==> src/adcs_regs.svh <==
`ifndef ADCS_REGS_SVH
`define ADCS_REGS_SVH
// ----------------------------------------
// register byte offsets
// ----------------------------------------
`define ADCS_CTL_A_OFS 8'h00
`define ADCS_CTL_B_OFS 8'h04
`define ADCS_RES_A_OFS 8'h10
`define ADCS_RES_B_OFS 8'h14
`define ADCS_CFG_OFS 8'h20
// ----------------------------------------
// fields and reset values
// ----------------------------------------
`define ADCS_DONE_BIT 7
`define ADCS_IE_BIT 6
`define ADCS_DIFFERENTIAL_SELECT_BIT 5
`define ADCS_CH_MSB 4
`define ADCS_CH_DIS 5'h1F
`define ADCS_CTL_RST 7'h1F
`define ADCS_SEL_RST 7'h1F
`define ADCS_CFG_RST 6'h00
`define ADCS_AVG_BASE 7'h04
`endif

==> src/adcs_pkg.sv <==
package adcs_pkg;
  typedef struct packed {
    logic       ie;
    logic       differential_select;
    logic [4:0] ch;
  } adcs_ctl_type;

  typedef struct packed {
    logic       trig;
    logic       cont;
    logic [1:0] average_count_select;
    logic       avg_en;
    logic       cmp_en;
  } adcs_cfg_type;

  typedef struct packed {
    logic       valid;
    logic       differential_select;
    logic [4:0] ch;
  } adcs_sel_type;

  typedef enum logic [0:0] {
    ADCS_IDLE = 1'b0,
    ADCS_CONV = 1'b1
  } adcs_state_type;
endpackage : adcs_pkg

==> src/adcs_ctrl.sv <==
// Added by the designer: the placing of the registers and register access over Avalon-MM.
`timescale 1ns/100ps
`include "adcs_regs.svh"
module adcs_ctrl
  import adcs_pkg::*;
#(
  parameter int RES_W = 16
)
(
  input  wire logic             clock_i,
  input  wire logic             sys_rst_i,
  input  wire logic [7:0]       avs_address_i,
  input  wire logic             avs_read_i,
  input  wire logic             avs_write_i,
  input  wire logic [31:0]      avs_writedata_i,
  input  wire logic [3:0]       avs_byteenable_i,
  output logic      [31:0]      avs_readdata_o,
  output logic                  avs_waitrequest_o,
  input  wire logic             conv_done_i,
  input  wire logic             compare_true_i,
  input  wire logic [RES_W-1:0] result_i,
  input  wire logic             cal_done_i,
  input  wire logic             hw_trig_i,
  input  wire logic             hw_trig_sel_i,
  output logic                  conv_start_o,
  output logic                  conv_abort_o,
  output logic                  converter_on_o,
  output logic                  low_power_o,
  output adcs_sel_type          input_sel_o,
  output logic                  irq_o
);

  // ----------------------------------------
  // channel decode
  // ----------------------------------------
  function automatic adcs_sel_type chan_decode(input logic [4:0] ch, input logic differential_select);
    adcs_sel_type s;
    s.ch   = ch;
    s.differential_select = differential_select;
    if (differential_select)
    begin
      s.valid = (ch < 5'h04) || (ch == 5'h1A) || (ch == 5'h1B) || (ch == 5'h1D);
    end
    else
    begin
      s.valid = !((ch == 5'h18) || (ch == 5'h19) || (ch == 5'h1C) || (ch == `ADCS_CH_DIS));
    end
    return s;
  endfunction : chan_decode

  // ----------------------------------------
  // state
  // ----------------------------------------
  adcs_ctl_type     ctl_r [2];
  adcs_ctl_type     ctl_nxt [2];
  logic [1:0]       flag_r;
  logic [1:0]       flag_nxt;
  adcs_cfg_type     cfg_r;
  adcs_cfg_type     cfg_nxt;
  adcs_state_type   state_r;
  adcs_state_type   state_nxt;
  logic             act_r;
  logic             act_nxt;
  logic [6:0]       avg_cnt_r;
  logic [6:0]       avg_cnt_nxt;
  logic [RES_W-1:0] res_r [2];
  logic [RES_W-1:0] res_nxt [2];
  logic             wait_r;
  logic             wait_nxt;
  logic [31:0]      rdata_r;
  logic [31:0]      rdata_nxt;
  logic             start_r;
  logic             start_nxt;
  logic             abort_r;
  logic             abort_nxt;
  logic             on_r;
  logic             on_nxt;
  logic             lowpwr_r;
  logic             lowpwr_nxt;
  adcs_sel_type     sel_r;
  adcs_sel_type     sel_nxt;
  logic             irq_r;
  logic             irq_nxt;

  logic             wr_acc;
  logic             rd_acc;
  logic [1:0]       wr_ctl;
  logic [1:0]       rd_res;
  logic [1:0]       set_vec;
  logic             done_ev;
  logic             fin_ev;
  logic [4:0]       wd_ch;
  logic [6:0]       avg_need;

  assign avs_readdata_o    = rdata_r;
  assign avs_waitrequest_o = wait_r;
  assign conv_start_o      = start_r;
  assign conv_abort_o      = abort_r;
  assign converter_on_o    = on_r;
  assign low_power_o       = lowpwr_r;
  assign input_sel_o       = sel_r;
  assign irq_o             = irq_r;

  // ----------------------------------------
  // next-state logic
  // ----------------------------------------
  always_comb
  begin
    wr_acc    = avs_write_i && !wait_r;
    rd_acc    = avs_read_i && !wait_r;
    wd_ch     = avs_writedata_i[`ADCS_CH_MSB:0];
    wr_ctl[0] = wr_acc && avs_byteenable_i[0] && (avs_address_i == `ADCS_CTL_A_OFS);
    wr_ctl[1] = wr_acc && avs_byteenable_i[0] && (avs_address_i == `ADCS_CTL_B_OFS);
    rd_res[0] = rd_acc && (avs_address_i == `ADCS_RES_A_OFS);
    rd_res[1] = rd_acc && (avs_address_i == `ADCS_RES_B_OFS);
    avg_need  = `ADCS_AVG_BASE << cfg_r.average_count_select;
    ctl_nxt   = ctl_r;
    cfg_nxt   = cfg_r;
    res_nxt   = res_r;
    state_nxt = state_r;
    act_nxt   = act_r;
    avg_cnt_nxt = avg_cnt_r;
    start_nxt = 1'b0;
    abort_nxt = 1'b0;
    done_ev   = 1'b0;
    fin_ev    = 1'b0;
    set_vec   = 2'b00;
    // bus handshake: one wait cycle, then accept
    wait_nxt  = !((avs_read_i || avs_write_i) && wait_r);
    rdata_nxt = rdata_r;
    if ((avs_read_i || avs_write_i) && wait_r)
    begin
      unique case (avs_address_i)
        `ADCS_CTL_A_OFS: rdata_nxt = {24'h000000, flag_r[0], ctl_r[0]};
        `ADCS_CTL_B_OFS: rdata_nxt = {24'h000000, flag_r[1], ctl_r[1]};
        `ADCS_RES_A_OFS: rdata_nxt = {{(32-RES_W){1'b0}}, res_r[0]};
        `ADCS_RES_B_OFS: rdata_nxt = {{(32-RES_W){1'b0}}, res_r[1]};
        `ADCS_CFG_OFS:   rdata_nxt = {26'h0, cfg_r};
        default:         rdata_nxt = 32'h00000000;
      endcase
    end
    for (int i = 0; i < 2; i++)
    begin
      if (wr_ctl[i])
      begin
        ctl_nxt[i] = avs_writedata_i[`ADCS_IE_BIT:0];
      end
    end
    if (wr_acc && avs_byteenable_i[0] && (avs_address_i == `ADCS_CFG_OFS))
    begin
      cfg_nxt = avs_writedata_i[5:0];
    end
    unique case (state_r)
      ADCS_IDLE:
      begin
        if (wr_ctl[0] && !cfg_r.trig && (wd_ch != `ADCS_CH_DIS))
        begin
          state_nxt   = ADCS_CONV;
          act_nxt     = 1'b0;
          start_nxt   = 1'b1;
          avg_cnt_nxt = 7'h00;
        end
        else if (hw_trig_i && cfg_r.trig && (ctl_r[hw_trig_sel_i].ch != `ADCS_CH_DIS))
        begin
          state_nxt   = ADCS_CONV;
          act_nxt     = hw_trig_sel_i;
          start_nxt   = 1'b1;
          avg_cnt_nxt = 7'h00;
        end
      end
      ADCS_CONV:
      begin
        if (wr_ctl[act_r])
        begin
          abort_nxt   = 1'b1;
          avg_cnt_nxt = 7'h00;
          if (!act_r && !cfg_r.trig && (wd_ch != `ADCS_CH_DIS))
          begin
            start_nxt = 1'b1;
          end
          else
          begin
            state_nxt = ADCS_IDLE;
          end
        end
        else if (conv_done_i)
        begin
          done_ev      = 1'b1;
          res_nxt[act_r] = result_i;
          if (cfg_r.avg_en && (avg_cnt_r + 7'h01 != avg_need))
          begin
            avg_cnt_nxt = avg_cnt_r + 7'h01;
          end
          else
          begin
            fin_ev      = 1'b1;
            avg_cnt_nxt = 7'h00;
          end
          if (cfg_r.cont && (ctl_r[act_r].ch != `ADCS_CH_DIS))
          begin
            start_nxt = 1'b1;
          end
          else
          begin
            state_nxt = ADCS_IDLE;
          end
        end
      end
    endcase
    // flag set wins over clear
    set_vec[act_r] = fin_ev && (!cfg_r.cmp_en || compare_true_i);
    set_vec[0]     = set_vec[0] || cal_done_i;
    for (int i = 0; i < 2; i++)
    begin
      flag_nxt[i] = set_vec[i] || (flag_r[i] && !(wr_ctl[i] || rd_res[i]));
    end
    irq_nxt    = (flag_nxt[0] && ctl_nxt[0].ie) || (flag_nxt[1] && ctl_nxt[1].ie);
    on_nxt     = ctl_nxt[act_nxt].ch != `ADCS_CH_DIS;
    lowpwr_nxt = !on_nxt || ((state_nxt == ADCS_IDLE) && !cfg_nxt.cont);
    sel_nxt    = chan_decode(ctl_nxt[act_nxt].ch, ctl_nxt[act_nxt].differential_select);
  end

  // ----------------------------------------
  // registers
  // ----------------------------------------
  always_ff @(posedge clock_i)
  begin
    if (sys_rst_i)
    begin
      ctl_r[0]  <= `ADCS_CTL_RST;
      ctl_r[1]  <= `ADCS_CTL_RST;
      flag_r    <= 2'b00;
      cfg_r     <= `ADCS_CFG_RST;
      state_r   <= ADCS_IDLE;
      act_r     <= 1'b0;
      avg_cnt_r <= 7'h00;
      res_r[0]  <= '0;
      res_r[1]  <= '0;
      wait_r    <= 1'b1;
      rdata_r   <= 32'h00000000;
      start_r   <= 1'b0;
      abort_r   <= 1'b0;
      on_r      <= 1'b0;
      lowpwr_r  <= 1'b1;
      sel_r     <= `ADCS_SEL_RST;
      irq_r     <= 1'b0;
    end
    else
    begin
      ctl_r     <= ctl_nxt;
      flag_r    <= flag_nxt;
      cfg_r     <= cfg_nxt;
      state_r   <= state_nxt;
      act_r     <= act_nxt;
      avg_cnt_r <= avg_cnt_nxt;
      res_r     <= res_nxt;
      wait_r    <= wait_nxt;
      rdata_r   <= rdata_nxt;
      start_r   <= start_nxt;
      abort_r   <= abort_nxt;
      on_r      <= on_nxt;
      lowpwr_r  <= lowpwr_nxt;
      sel_r     <= sel_nxt;
      irq_r     <= irq_nxt;
    end
  end

  // ----------------------------------------
  // checks
  // ----------------------------------------
  cal_flag_a: assert property (@(posedge clock_i) disable iff (sys_rst_i)
    cal_done_i |=> flag_r[0])
    else $error("calibration end did not set flag");
  clear_flag_a: assert property (@(posedge clock_i) disable iff (sys_rst_i)
    (wr_ctl[1] || rd_res[1]) && !(act_r && conv_done_i) |=> !flag_r[1])
    else $error("flag not cleared");
  single_done_a: assert property (@(posedge clock_i) disable iff (sys_rst_i)
    done_ev && !cfg_r.cmp_en && !cfg_r.avg_en |=> flag_r[$past(act_r)])
    else $error("conversion end did not set flag");
  compare_gate_a: assert property (@(posedge clock_i) disable iff (sys_rst_i)
    !flag_r[0] && cfg_r.cmp_en && !compare_true_i && !cal_done_i |=> !flag_r[0])
    else $error("flag set with false compare");
  avg_hold_a: assert property (@(posedge clock_i) disable iff (sys_rst_i)
    !flag_r[0] && cfg_r.avg_en && avg_cnt_r == 7'h00 && !cal_done_i |=> !flag_r[0])
    else $error("flag set before averaging done");
  irq_level_a: assert property (@(posedge clock_i) disable iff (sys_rst_i)
    (flag_r[0] && ctl_r[0].ie) || (flag_r[1] && ctl_r[1].ie) |-> irq_r)
    else $error("interrupt not held");
  irq_off_a: assert property (@(posedge clock_i) disable iff (sys_rst_i)
    irq_r |-> (flag_r[0] && ctl_r[0].ie) || (flag_r[1] && ctl_r[1].ie))
    else $error("interrupt without enabled flag");
  sw_start_a: assert property (@(posedge clock_i) disable iff (sys_rst_i)
    wr_ctl[0] && !cfg_r.trig && wd_ch != `ADCS_CH_DIS |=> start_r && state_r == ADCS_CONV && !act_r)
    else $error("primary write did not start");
  no_start_b_a: assert property (@(posedge clock_i) disable iff (sys_rst_i)
    state_r == ADCS_IDLE && !cfg_r.trig && !wr_ctl[0] |=> !start_r)
    else $error("start without primary write");
  abort_run_a: assert property (@(posedge clock_i) disable iff (sys_rst_i)
    state_r == ADCS_CONV && wr_ctl[act_r] |=> abort_r)
    else $error("active write did not abort");
  stop_dis_a: assert property (@(posedge clock_i) disable iff (sys_rst_i)
    state_r == ADCS_CONV && wr_ctl[act_r] && wd_ch == `ADCS_CH_DIS |=> !start_r && !on_r ##1 !start_r)
    else $error("conversion after disable code");
  low_power_a: assert property (@(posedge clock_i) disable iff (sys_rst_i)
    state_r == ADCS_CONV && conv_done_i && !cfg_r.cont && !wr_ctl[act_r] && !cfg_nxt.cont |=> lowpwr_r)
    else $error("no low power after conversion");
  off_iso_a: assert property (@(posedge clock_i) disable iff (sys_rst_i)
    !on_r |-> lowpwr_r && !sel_r.valid)
    else $error("disabled converter not isolated");
  differential_select_decode_a: assert property (@(posedge clock_i) disable iff (sys_rst_i)
    sel_r.valid && sel_r.differential_select |-> sel_r.ch < 5'h04 || sel_r.ch > 5'h19)
    else $error("reserved differential code accepted");

endmodule : adcs_ctrl

==> config.mk <==
export PLATFORM = sky130hd
export DESIGN_NAME = adcs_ctrl
export DESIGN_NICKNAME = d
export VERILOG_FILES = /design/src/adcs_pkg.sv /design/src/adcs_ctrl.sv
export VERILOG_INCLUDE_DIRS = /design/src
export SDC_FILE = /design/constraint.sdc
export NUM_CORES = 1
export LEC_CHECK = 0
export BUFFER_PORTS_ARGS = -buffer_cell sky130_fd_sc_hd__buf_2
export CORE_MARGIN = 2
export CORE_UTILIZATION = 43
export CTS_CLUSTER_DIAMETER = 80
export DETAILED_ROUTE_END_ITERATION = 10
export PLACE_DENSITY = 0.73
export SYNTH_ARGS = -nofsm -noshare
export SYNTH_HDL_FRONTEND = slang
export SYNTH_SLANG_ARGS = --single-unit
==> constraint.sdc <==
create_clock -name clock_i -period 4 [get_ports clock_i]
set_input_delay 0.6 -clock clock_i [delete_from_list [all_inputs] [get_ports clock_i]]
set_output_delay 0.6 -clock clock_i [all_outputs]
set_load 0.02 [all_outputs]
Word-level counts from Yosys, hierarchy flattened
Cells that the tools add are included.
{ "op_classes": {"addsub": 1, "n_mul": 0, "n_div": 0, "magnitude_cmp": 7, "eq_ne": 18, "shifts": 1, "muxes": 45, "n_bitwise": 7, "reduce_logical": 54} }
{ "op_table": {"columns": ["op", "count"], "rows": [
  ["one-hot mux 16 bit (5 select lines)", 1],
  ["2-to-1 mux 7 bit", 7],
  ["equality test 5 bit, second input constant", 7],
  ["2-to-1 mux 5 bit", 7],
  ["bitwise mux 32 bit", 1],
  ["logical AND 1 bit", 25],
  ["2-to-1 mux 1 bit", 20],
  ["inequality test 5 bit, second input constant", 4],
  ["2-to-1 mux 6 bit", 3],
  ["demux 16 bit (select 1 bit)", 1],
  ["equality test 8 x 5 -> 1 bit, second input constant", 2],
  ["2-to-1 mux 16 bit", 1],
  ["logical OR 1 bit", 15],
  ["one-hot mux 7 bit (2 select lines)", 1],
  ["zero test 1 bit", 10],
  ["equality test 8 x 3 -> 1 bit, second input constant", 1],
  ["equality test 8 x 6 -> 1 bit, second input constant", 1],
  ["zero test 8 bit", 1],
  ["adder 7 x 1 -> 7 bit, second input constant", 1],
  ["inequality test 7 bit", 1],
  ["left shift 3 x 2 -> 7 bit, first input constant", 1],
  ["greater-or-equal comparator 2 bit, second input constant", 3],
  ["inverter 1 -> 2 bit", 3],
  ["< comparator 5 x 3 -> 1 bit, second input constant", 1],
  ["12 further kinds", 15]
]} }
{ "totals": {"register_bits": 108, "latch_bits": 0, "ram_bits": 0, "mem_bits_ro": 0, "input_bits": 69, "out_inout_bits": 45, "mem_count": 0} }

Logic depth before layout (Yosys ltp)
Gate-level depths: netlist of run 1.
{ "logic_depth": {"word_depth": 19, "mapped_depth": 10, "mapped_depth_nobuf": 9} }

Worst setup path after synthesis of run 1
OpenSTA, ideal clock, no wires.
{ "synth_path": {"path_kind": "in2reg", "startpoint": "input port avs_address_i[4]", "endpoint": "register sel_r (netlist bit input_sel_o[6])", "setup_ns": 0.077, "t_arrival_ns": 2.269, "t_required_ns": 3.923, "setup_slack_ns": 1.655, "path_stages": 10, "cell_sequence": "buf_6 nor4_4 nand3_2 nor3b_2 buf_2 o21bai_1 and3_4 and4bb_1 nand2b_1 a41oi_2"} }
{ "synth_via": {"elab_chain_len": 16, "word_cells_on_any_way": 30, "classes_between": "order compare (1); eq/ne (8); mux (8); bitwise (1); reduce/logical (12)"} }
{ "synth_rtl": {"columns": ["item", "line", "text"], "rows": [
  ["start, declared", "adcs_ctrl.sv:12", "input wire logic [7:0] avs_address_i,"],
  ["zero test 8 bit", null, null],
  ["logical AND 1 bit", "adcs_ctrl.sv:112", "wr_ctl[0] = wr_acc && avs_byteenable_i[0] && (avs_address_i == `ADCS_CTL_A_OFS);"],
  ["logical AND 1 bit (2 in series)", "adcs_ctrl.sv:156", "if (wr_ctl[0] && !cfg_r.trig && (wd_ch != `ADCS_CH_DIS))"],
  ["2-to-1 mux 1 bit", "adcs_ctrl.sv:156", null],
  ["2-to-1 mux 1 bit", "adcs_ctrl.sv:153", "unique case (state_r)"],
  ["inverter 1 -> 2 bit (not written as such)", "adcs_ctrl.sv:220", "sel_nxt = chan_decode(ctl_nxt[act_nxt].ch, ctl_nxt[act_nxt].differential_select);"],
  ["2-to-1 mux 6 bit (not written as such) (*) (3 in series)", "adcs_ctrl.sv:220", null],
  ["branches (longest 5 deep; another with < comparator 5 x 3 -> 1 bit)", null, null],
  ["2-to-1 mux 1 bit (*)", "adcs_ctrl.sv:40", "if (differential_select)"],
  ["end signal, assigned", "adcs_ctrl.sv:245", "sel_r <= `ADCS_SEL_RST;"],
  ["end signal, assigned", "adcs_ctrl.sv:263", "sel_r <= sel_nxt;"],
  ["end, declared", "adcs_ctrl.sv:80", "adcs_sel_type sel_r;"]
]} }
Mark *: on every way between the ends. The select of a mux whose other input is x is not followed.
A chain may end at the register's enable or synchronous reset.

Final worst setup path of run 1
{ "layout_path": {"startpoint": "input port avs_address_i[2]", "endpoint": "register sel_r (netlist bit input_sel_o[6])"} }
The elaborated chain is that of the path after synthesis.

==> results of run 1 <==
[worst max path at each step]
stage | start | endpoint | slack [ns] | depth (start not counted)
floorplan | avs_address_i[4] | input_sel_o[6]$_SDFF_PP0_ | 1.65 | 10
global placement | avs_address_i[2] | input_sel_o[6]$_SDFF_PP0_ | 0.95 | 10
detailed placement | avs_address_i[2] | input_sel_o[6]$_SDFF_PP0_ | 0.89 | 10
CTS | avs_address_i[2] | input_sel_o[6]$_SDFF_PP0_ | 1.27 | 10
global route | avs_address_i[2] | input_sel_o[6]$_SDFF_PP0_ | 1.05 | 10
finish | avs_address_i[2] | input_sel_o[6]$_SDFF_PP0_ | 1.20 | 10
[state kept, by name, indices dropped and copies added, names as in the netlist]
register and flops:
act_r 1, avg_cnt_r 7, avs_readdata_o 16, avs_waitrequest_o 1
cfg_r 6, conv_abort_o 1, conv_start_o 1, converter_on_o 1
ctl_r 14, flag_r 2, input_sel_o 7, irq_o 1
low_power_o 1, res_r 32, state_r 1
[area by class of cell]
| type | count | area (um2) | area share, % |
|---|---|---|---|
| Sequential cell | 92 | 1840 | 37.9 |
| Timing Repair Buffer | 74 | 383 | 7.88 |
| Multi-Input combinational cell | 395 | 2230 | 45.8 |
| Clock inverter | 7 | 83.8 | 1.73 |
| Tap cell | 133 | 166 | 3.43 |
| Inverter | 9 | 33.8 | 0.695 |
| Clock buffer | 9 | 124 | 2.55 |
[worst min-delay path, cell delays in order]
cell	delay, ns
buf_2	0.10
nand2_1	0.05
a21oi_1	0.05
[cell usage in the layout, fill, tap and decap left out, types with 15 or more instances in the layout]
cell       n
a21oi_1   52
buf_2     69
conb_1    16
dfxtp_1   92
mux2i_1   23
nand2_1  111
nand3_1   15
nor2_1    41
o21ai_0   15
[routing by layer]
metal | vias to the layer above | share of wire (%) | global-route usage (%)
met3 | 27 | 6.8 | 3.95
met5 | - | 0 | 0
met1 | 1799 | 45 | 27.4
met4 | 0 | 2.8 | 8.98
met2 | 147 | 46 | 31.3
li1 | 1910 | - | -
[power by group through the flow]
stage               registers, uW  logic (uW)  clock network [uW]
floorplan                     984         130                   0
global placement              963         200                   0
detailed placement            964         205                   0
CTS                           943         206                 673
global route                  945         226                 714
finish                        942         209                 663
[through the flow]
| step | instance area [um2] | cells | utilization (%) | total power [uW] |
|---|---|---|---|---|
| 2_1_floorplan | 4380 | 546 | - | 1110 |
| 3_3_place_gp | 4650 | 703 | 47.6 | 1160 |
| 3_5_place_dp | 4650 | 703 | 47.6 | 1170 |
| 4_1_cts | 4860 | 719 | 49.7 | 1820 |
| 5_1_grt | 4860 | 719 | 49.7 | 1880 |
| 6_report | 4860 | 719 | 49.7 | 1810 |
[cell families (layout without fill, tap and decap cells)]
kind of cell / after synthesis / in the layout / synth area share [%]
buffers and inverters: 59 / 99 / 7.23
adder cells (fa/ha/maj): 1 / 1 / 0.289
AO/OA/AOI/OAI: 118 / 118 / 17.3
AND/OR/NAND/NOR: 233 / 233 / 26.3
XOR/XNOR: 4 / 4 / 0.810
other: 1 / 16 / 0.0867
multiplexers: 23 / 23 / 5.32
flip-flops: 92 / 92 / 42.6
==> flow_metrics.tcl, run 1 <==
set metrics [dict create \
    cp_max_fo 15 \
    portBuffers 69 \
    clock_power_share_pct 36.5 \
    grt_max_degree 53 \
    syn_area_um2 4320 \
    ir_drop_mv 0.203 \
    ys_seq_area_share_pct 42.6 \
    viasPerCell 5.40 \
    post-route-period-util_pct 69.9 \
    setup_slack_ns 1.20 \
    yosys_most_used_dff "dfxtp_1" \
    die_h_um 104 \
    synth_cells 531 \
    clock_skew_ns 0.0125 \
    worstPathArrival_ns 3.10 \
    maxCapViolations 0 \
    cpMaxStageDelayCell "nor3b_2" \
    num-fill-cells 945 \
    rsz0062_at_grt "no" \
    rows 36 \
    gr-total-overflow 0 \
    start_kind "input pin" \
    power_leakage_uw 0.00196 \
    place_congestion 0.928 \
    slew_violations 0 \
    drtAntennaViolNets 0 \
    switching_share_pct 28.0 \
    min_from "result_i[12]" \
    drive_gt1_share_pct 17.6 \
    critPathTopFamily "simple AND/OR/NAND/NOR gates" \
    ctsHoldBuffers 0 \
    dp_hpwl_mm 7.95 \
    clock_sinks 92 \
    r2r_slack_ns 1.35 \
    dr.pass1.iters 5 \
    synth.top_cells.by_count "nand2_1, dfxtp_1, a21oi_1" \
    cts_buffers 9 \
    hold_viol 0 \
    max_freq_mhz 358 \
    p_int_uw 1310 \
    clkLatencyLatePin_ns 0.38 \
    wirelength_mm 11.1 \
    setup_tns_ns 0 \
    nets 651 \
    worst-slew-pin-transition_ns 0.943 \
    hold_class "in2reg" \
    status "finished clean" \
    clkTransAtPathRegs_ns 0.10 \
    min_period_ns 2.80 \
    seqPwrFrac_pct 52.0 \
    async_flop_share_pct 0 \
    syn_area_per_cell_um2 8.14 \
    synth-edff-count 0 \
    place_ws_ns 0.889 \
    dieArea_um2 10900 \
    drt_iter0_markers 404 \
    synth_top_area_cell "dfxtp_1" \
    finalSetupViolCount 0 \
    start_util_pct 44.2 \
    power_switching_uw 509 \
    grt_usage_pct 20.3 \
    wl_per_cell_um 15.4 \
    pwr-share-comb_pct 11.5 \
    critPathBufInv 2 \
    fin_hold_ws_ns 0.445 \
    worstHoldEndpoint "res_r[12]$_SDFFE_PP0P_" \
    die_x_um 104 \
    cts_setup_buffers 0 \
    reg2regPathDepth 9 \
    cp-end-kind "flip-flop" \
    vias 3883 \
    ios 114 \
    critPathKind "in2reg" \
    grt_pass1_vias 3567 \
    cpPeakStageDelay_ns 0.62 \
    drcViolationCount 0 \
    cp.required_ns 4.30 \
    cts_tree "done" \
    holdPathStages 3 \
    core_region_area_um2 9770 \
    synth.top_cells.by_area "dfxtp_1, nand2_1, a21oi_1, mux2i_1, nor2_1" \
    synthDistinctLibCells 57 \
    powerDensity_nw_per_um2 373 \
    cts_buffer_depth 2 \
    crit_chain "buf_2 > nor4_4 > nand3_2 > buf_4 > nor3b_2 > o2bb2a_1 > nor2_1 > nor3_1 > o21ai_1 > a41oi_2" \
    post-synth-top-count-cell "nand2_1" \
    post_cts_resized 0 \
    htree_levels 3 \
    antenna_found_initial 0 \
    grt_pass1_wl_mm 17.8 \
    layout-area-overhead-vs-synth_pct 12.4 \
    ys_seq_elements 92 \
    cts_root_buf "clkbuf_8" \
    r2r_end "input_sel_o[6]$_SDFF_PP0_" \
    diodes 0 \
    timing.rr.start "avs_waitrequest_o$_SDFF_PP1_" \
    yosys.area.top_type_share_pct 42.6 \
    yosysWarnings 0 \
    relSlewSlack_pct 36.7 \
]
Note: power is estimated with default switching activity, not from simulation.
==> inputs of run 2 (changes only) <==
- PLACE_DENSITY: 0.73 -> 0.76
- clock period: 4 -> 2.3 ns (I/O delays scaled with it)
==> run 2 against run 1 <==
Against the previous run:
- die area unchanged
- setup slack worse by 1.1 ns
- combinational power grew 89%
- via count increased by 5.0%
- non-clock buffer count increased by 40
- power rose by 71%
- sequential power rose by 74%
- design area rose by 7.4%
- cell count rose by 5.6%
- sequential share of layout area shrank 2.6 points
- register-to-register slack got worse by 1.2 ns
- critical path depth is 1 lower
- critical path type is now reg2reg
- largest power group unchanged
- highest routed layer unchanged
==> flow_metrics.tcl, run 2 (synthesis results as in run 1) <==
set metrics [dict create \
    ios 114 \
    power_leakage_uw 0.00216 \
    grt_pass1_wl_mm 18.6 \
    instances_no_fill 759 \
    dr.pass1.iters 5 \
    cts_tree "done" \
    pwr-share-comb_pct 12.8 \
    grt_max_degree 39 \
    clock_skew_ns 0.0147 \
    timing.rr.start "avg_cnt_r[1]$_SDFFE_PP0P_" \
    min_period_ns 2.18 \
    hold_class "in2reg" \
    relSlewSlack_pct 58.9 \
    cts_root_buf "clkbuf_8" \
    rows 36 \
    largest_register_ffs 32 \
    dp_hpwl_mm 8.38 \
    hold_viol 0 \
    powerDensity_nw_per_um2 594 \
    p_int_uw 2220 \
    setup_slack_ns 0.115 \
    r2r_slack_ns 0.12 \
    max_freq_mhz 458 \
    reg2regPathDepth 9 \
    worst-slew-pin-transition_ns 0.616 \
    clock_power_share_pct 34.5 \
    status "finished clean" \
    critPathKind "reg2reg" \
    setup_tns_ns 0 \
    place_congestion 0.867 \
    seqPwrFrac_pct 52.8 \
    drtAntennaViolNets 0 \
    grt_usage_pct 21.3 \
    nets 691 \
    wl_per_cell_um 15.1 \
    place_ws_ns -0.113 \
    diodes 0 \
    portBuffers 69 \
    start_kind "flip-flop" \
    holdPathStages 3 \
    cts_buffer_depth 2 \
    placed_cell_area_um2 4970 \
    place_inst 742 \
    gr-total-overflow 0 \
    num-fill-cells 928 \
    viasPerCell 5.37 \
    htree_levels 3 \
    min_from "result_i[10]" \
    switching_share_pct 28.5 \
    r2r_end "avg_cnt_r[2]$_SDFFE_PP0P_" \
    ir_drop_mv 0.273 \
    clkLatencyLatePin_ns 0.38 \
    power_switching_uw 884 \
    worstHoldEndpoint "res_r[10]$_SDFFE_PP0P_" \
    wirelength_mm 11.5 \
    drive_gt1_share_pct 24.8 \
    core_region_area_um2 9770 \
    drcViolationCount 0 \
    post-route-period-util_pct 95.0 \
    cp-end-kind "flip-flop" \
    grt_pass1_vias 3764 \
    layout-area-overhead-vs-synth_pct 20.7 \
    drt_iter0_markers 312 \
    clock_sinks 92 \
    maxCapViolations 0 \
    dieArea_um2 10900 \
    final_common_cell "nand2_1" \
    die_h_um 104 \
    finalSetupViolCount 0 \
    cts_buffers 9 \
    clkTransAtPathRegs_ns 0.10 \
    die_x_um 104 \
    design_area_um2 5220 \
    top_register "res_r" \
    layout_common_cells "nand2_1, dfxtp_1, buf_2" \
    cp_max_fo 6 \
    vias 4076 \
    antenna_found_initial 0 \
    worstPathArrival_ns 2.48 \
    slew_violations 0 \
    start_util_pct 44.2 \
    cp.required_ns 2.60 \
]
-- run 2: changes by cell type in the layout (fill, tap and decap cells not counted), moves of 2 or more --
cell | previous run | this run
buf_12 | 0 | 2
dfxtp_1 | 92 | 90
dfxtp_2 | 0 | 2
buf_4 | 5 | 43
-- run 2: metrics by stage --
step | hold WS, ns | util, % | total power (uW)
floorplan | 0.436 | - | 1940
global placement | 0.441 | 50.8 | 2050
detailed placement | 0.446 | 50.8 | 2060
CTS | 0.169 | 52.8 | 3120
global route | 0.184 | 53.4 | 3240
finish | 0.198 | 53.4 | 3100
-- run 2: power groups by stage --
stage	logic [uW]	registers, uW	clock network (uW)
after floorplan	227	1710	0
after global routing	429	1640	1170
after CTS	385	1640	1100
final	396	1640	1070
after detailed placement	384	1670	0
after global placement	377	1670	0
-- run 2: area by class of cell --
class                      instances  area [um2]  share of cell area, %
clock buffer                      10         138                   2.64
multi-input combinational        395        2270                   43.6
tap                              133         166                   3.19
inverter                           9        33.8                  0.647
sequential                        92        1840                   35.3
timing repair buffer             114         708                   13.6
clock inverter                     6        55.1                   1.05
-- run 2: worst max-delay path, cell delays in order (launching register included) --
cell and delay (ns):
dfxtp_2 0.35, ha_1 0.16, nand3_1 0.14, xor2_2 0.28, nor3b_1 0.08, a211o_1 0.29, a41oi_2 0.21, and3b_2 0.27
nand2_1 0.08, a311oi_2 0.26
-- run 2: what timing repair did --
item | in CTS | in global routing
setup endpoints to repair | 1 | 9
gates resized for setup | 1 | 12
setup buffers | 0 | 1
pin swaps | 0 | 2
hold buffers | 0 | 0
-- run 2: layer usage --
metal / track usage, % / wire [um] / part of all wire (%)
met1: 28.9 / 5080 / 44
met2: 33.6 / 5470 / 48
met3: 3.95 / 703 / 6.1
met4: 8.40 / 207 / 1.8
met5: 0 / 0 / 0
-- run 2: how the worst max path moves through the flow --
stage | from | end | slack, ns | depth (start not counted)
2_1_floorplan | avg_cnt_r[0]$_SDFFE_PP0P_ | avg_cnt_r[2]$_SDFFE_PP0P_ | 0.14 | 10
3_3_place_gp | avs_address_i[1] | input_sel_o[6]$_SDFF_PP0_ | -0.05 | 10
3_5_place_dp | avs_address_i[1] | input_sel_o[6]$_SDFF_PP0_ | -0.11 | 9
4_1_cts | ctl_r[8]$_SDFF_PP1_ | input_sel_o[6]$_SDFF_PP0_ | 0.002 | 8
5_1_grt | avg_cnt_r[0]$_SDFFE_PP0P_ | avg_cnt_r[2]$_SDFFE_PP0P_ | -0.03 | 9
6_report | avg_cnt_r[1]$_SDFFE_PP0P_ | avg_cnt_r[2]$_SDFFE_PP0P_ | 0.12 | 9
==> inputs of run 3 (changes only) <==
- MAX_ROUTING_LAYER: unset -> met4
==> run 3 against run 2 <==
Against the previous run:
- register-to-register slack got worse by 0.02 ns
- cell count increased by 0.26%
- clock-buffer cell count unchanged
- fmax decreased by 0.93%
- clock power increased by 8%
- sequential power about the same
- critical path depth decreased by 1
- hold slack improved by 0.0079 ns
- via count decreased by 1.2%
- largest power group unchanged
==> flow_metrics.tcl, run 3 (synthesis results as in run 1) <==
set metrics [dict create \
    finalPower_uw 3200 \
    min_period_ns 2.21 \
    grt_pass1_wl_mm 18.0 \
    wirelength_mm 11.2 \
    cp.required_ns 2.51 \
    start_kind "flip-flop" \
    die_h_um 104 \
    rows 36 \
    gr-total-overflow 0 \
    cts_tree "done" \
    diodes 0 \
    relSlewSlack_pct 44.4 \
    ir_drop_mv 0.263 \
    cts_root_buf "clkbuf_8" \
    grt_usage_pct 20.9 \
    cp_max_fo 6 \
    cp-end-kind "flip-flop" \
    htree_levels 3 \
    dr.pass1.iters 5 \
    cts_buffer_depth 2 \
    antenna_found_initial 0 \
    grt_pass1_vias 3761 \
    ios 114 \
    start_util_pct 44.2 \
    clkLatencyLatePin_ns 0.37 \
    hold_class "in2reg" \
    power_leakage_uw 0.00218 \
    final_common_cell "nand2_1" \
    drt_iter0_markers 284 \
    dieArea_um2 10900 \
    max_freq_mhz 454 \
    viasPerCell 5.29 \
    top_register "res_r" \
    vias 4026 \
    layout_common_cells "nand2_1, dfxtp_1, buf_2" \
    clkTransAtPathRegs_ns 0.10 \
    drive_gt1_share_pct 25.2 \
    drcViolationCount 0 \
    layout-area-overhead-vs-synth_pct 21.2 \
    finalSetupViolCount 0 \
    slew_violations 0 \
    wl_per_cell_um 14.7 \
    hold_viol 0 \
    grt_max_degree 47 \
    worstPathArrival_ns 2.41 \
    critPathKind "reg2reg" \
    maxCapViolations 0 \
    die_x_um 104 \
    place_congestion 0.912 \
    fin_hold_ws_ns 0.206 \
    drtAntennaViolNets 0 \
    status "finished clean" \
    nets 693 \
    clock_skew_ns 0.0213 \
    largest_register_ffs 32 \
    dp_hpwl_mm 8.30 \
    core_region_area_um2 9770 \
    powerDensity_nw_per_um2 610 \
    cts_buffers 9 \
    worst-slew-pin-transition_ns 0.834 \
    clock_sinks 92 \
    post-route-period-util_pct 95.9 \
    portBuffers 69 \
]
-- run 3: worst max-delay path: stages, from the launching register on --
cell and delay, ns:
dfxtp_1 0.33, and3b_1 0.34, and4_2 0.35, nand2_2 0.08
a211o_1 0.27, and3_4 0.19, buf_4 0.13, o21ai_0 0.19
a41oi_2 0.14
-- run 3: per-layer routing --
layer,global-route usage [%],up-vias,wire [um]
li1,-,1996,-
met1,27.1,1845,4950
met2,32.7,158,5210
met3,3.38,27,730
met4,8.01,0,278
met5,-,-,0
-- run 3: timing repair --
item,4_1_cts,5_1_grt
hold buffers,0,0
endpoints found under the setup margin,2,17
gates resized for setup,2,12
pin swaps,0,2
setup buffers,0,3
-- run 3: final timing paths --
kind / start / to / slack [ns] / cells past startpoint
worst max-delay path: avs_waitrequest_o$_SDFF_PP1_ / input_sel_o[6]$_SDFF_PP0_ / 0.09 / 8
worst min-delay path: cal_done_i / flag_r[0]$_SDFF_PP0_ / 0.21 / 3
worst max register to register: avs_waitrequest_o$_SDFF_PP1_ / input_sel_o[6]$_SDFF_PP0_ / 0.09 / 8
worst min register to register: res_r[8]$_SDFFE_PP0P_ / res_r[8]$_SDFFE_PP0P_ / 0.46 / 2
-- run 3: power breakdown --
part	leakage, uW	internal (uW)	switching (uW)
combinational	0.00133	150	246
sequential	0.000745	1620	12.8
clock	0.000107	555	610
total	0.00218	2330	868
-- run 3: layout make-up --
type / instances / area [um2]
flip-flops and latches: 92 / 1840
fillers: 889 / 4530
well taps: 133 / 166
clock buffers: 10 / 138
clock inverters: 6 / 77.6
inverters: 9 / 33.8
multi-input cells: 395 / 2270
repair buffers: 116 / 711
-- run 3: stage by stage --
step | std cells | instance area [um2] | TNS [ns] | util, % | setup slack, ns
detailed placement | 742 | 4960 | -0.582 | 50.7 | -0.120
floorplan | 546 | 4380 | 0 | - | 0.140
global route | 761 | 5240 | -0.00927 | 53.6 | -0.00874
finish | 761 | 5240 | 0 | 53.6 | 0.0950
CTS | 758 | 5180 | 0 | 53.0 | 0.0000591
global placement | 742 | 4960 | -0.0538 | 50.7 | -0.0538
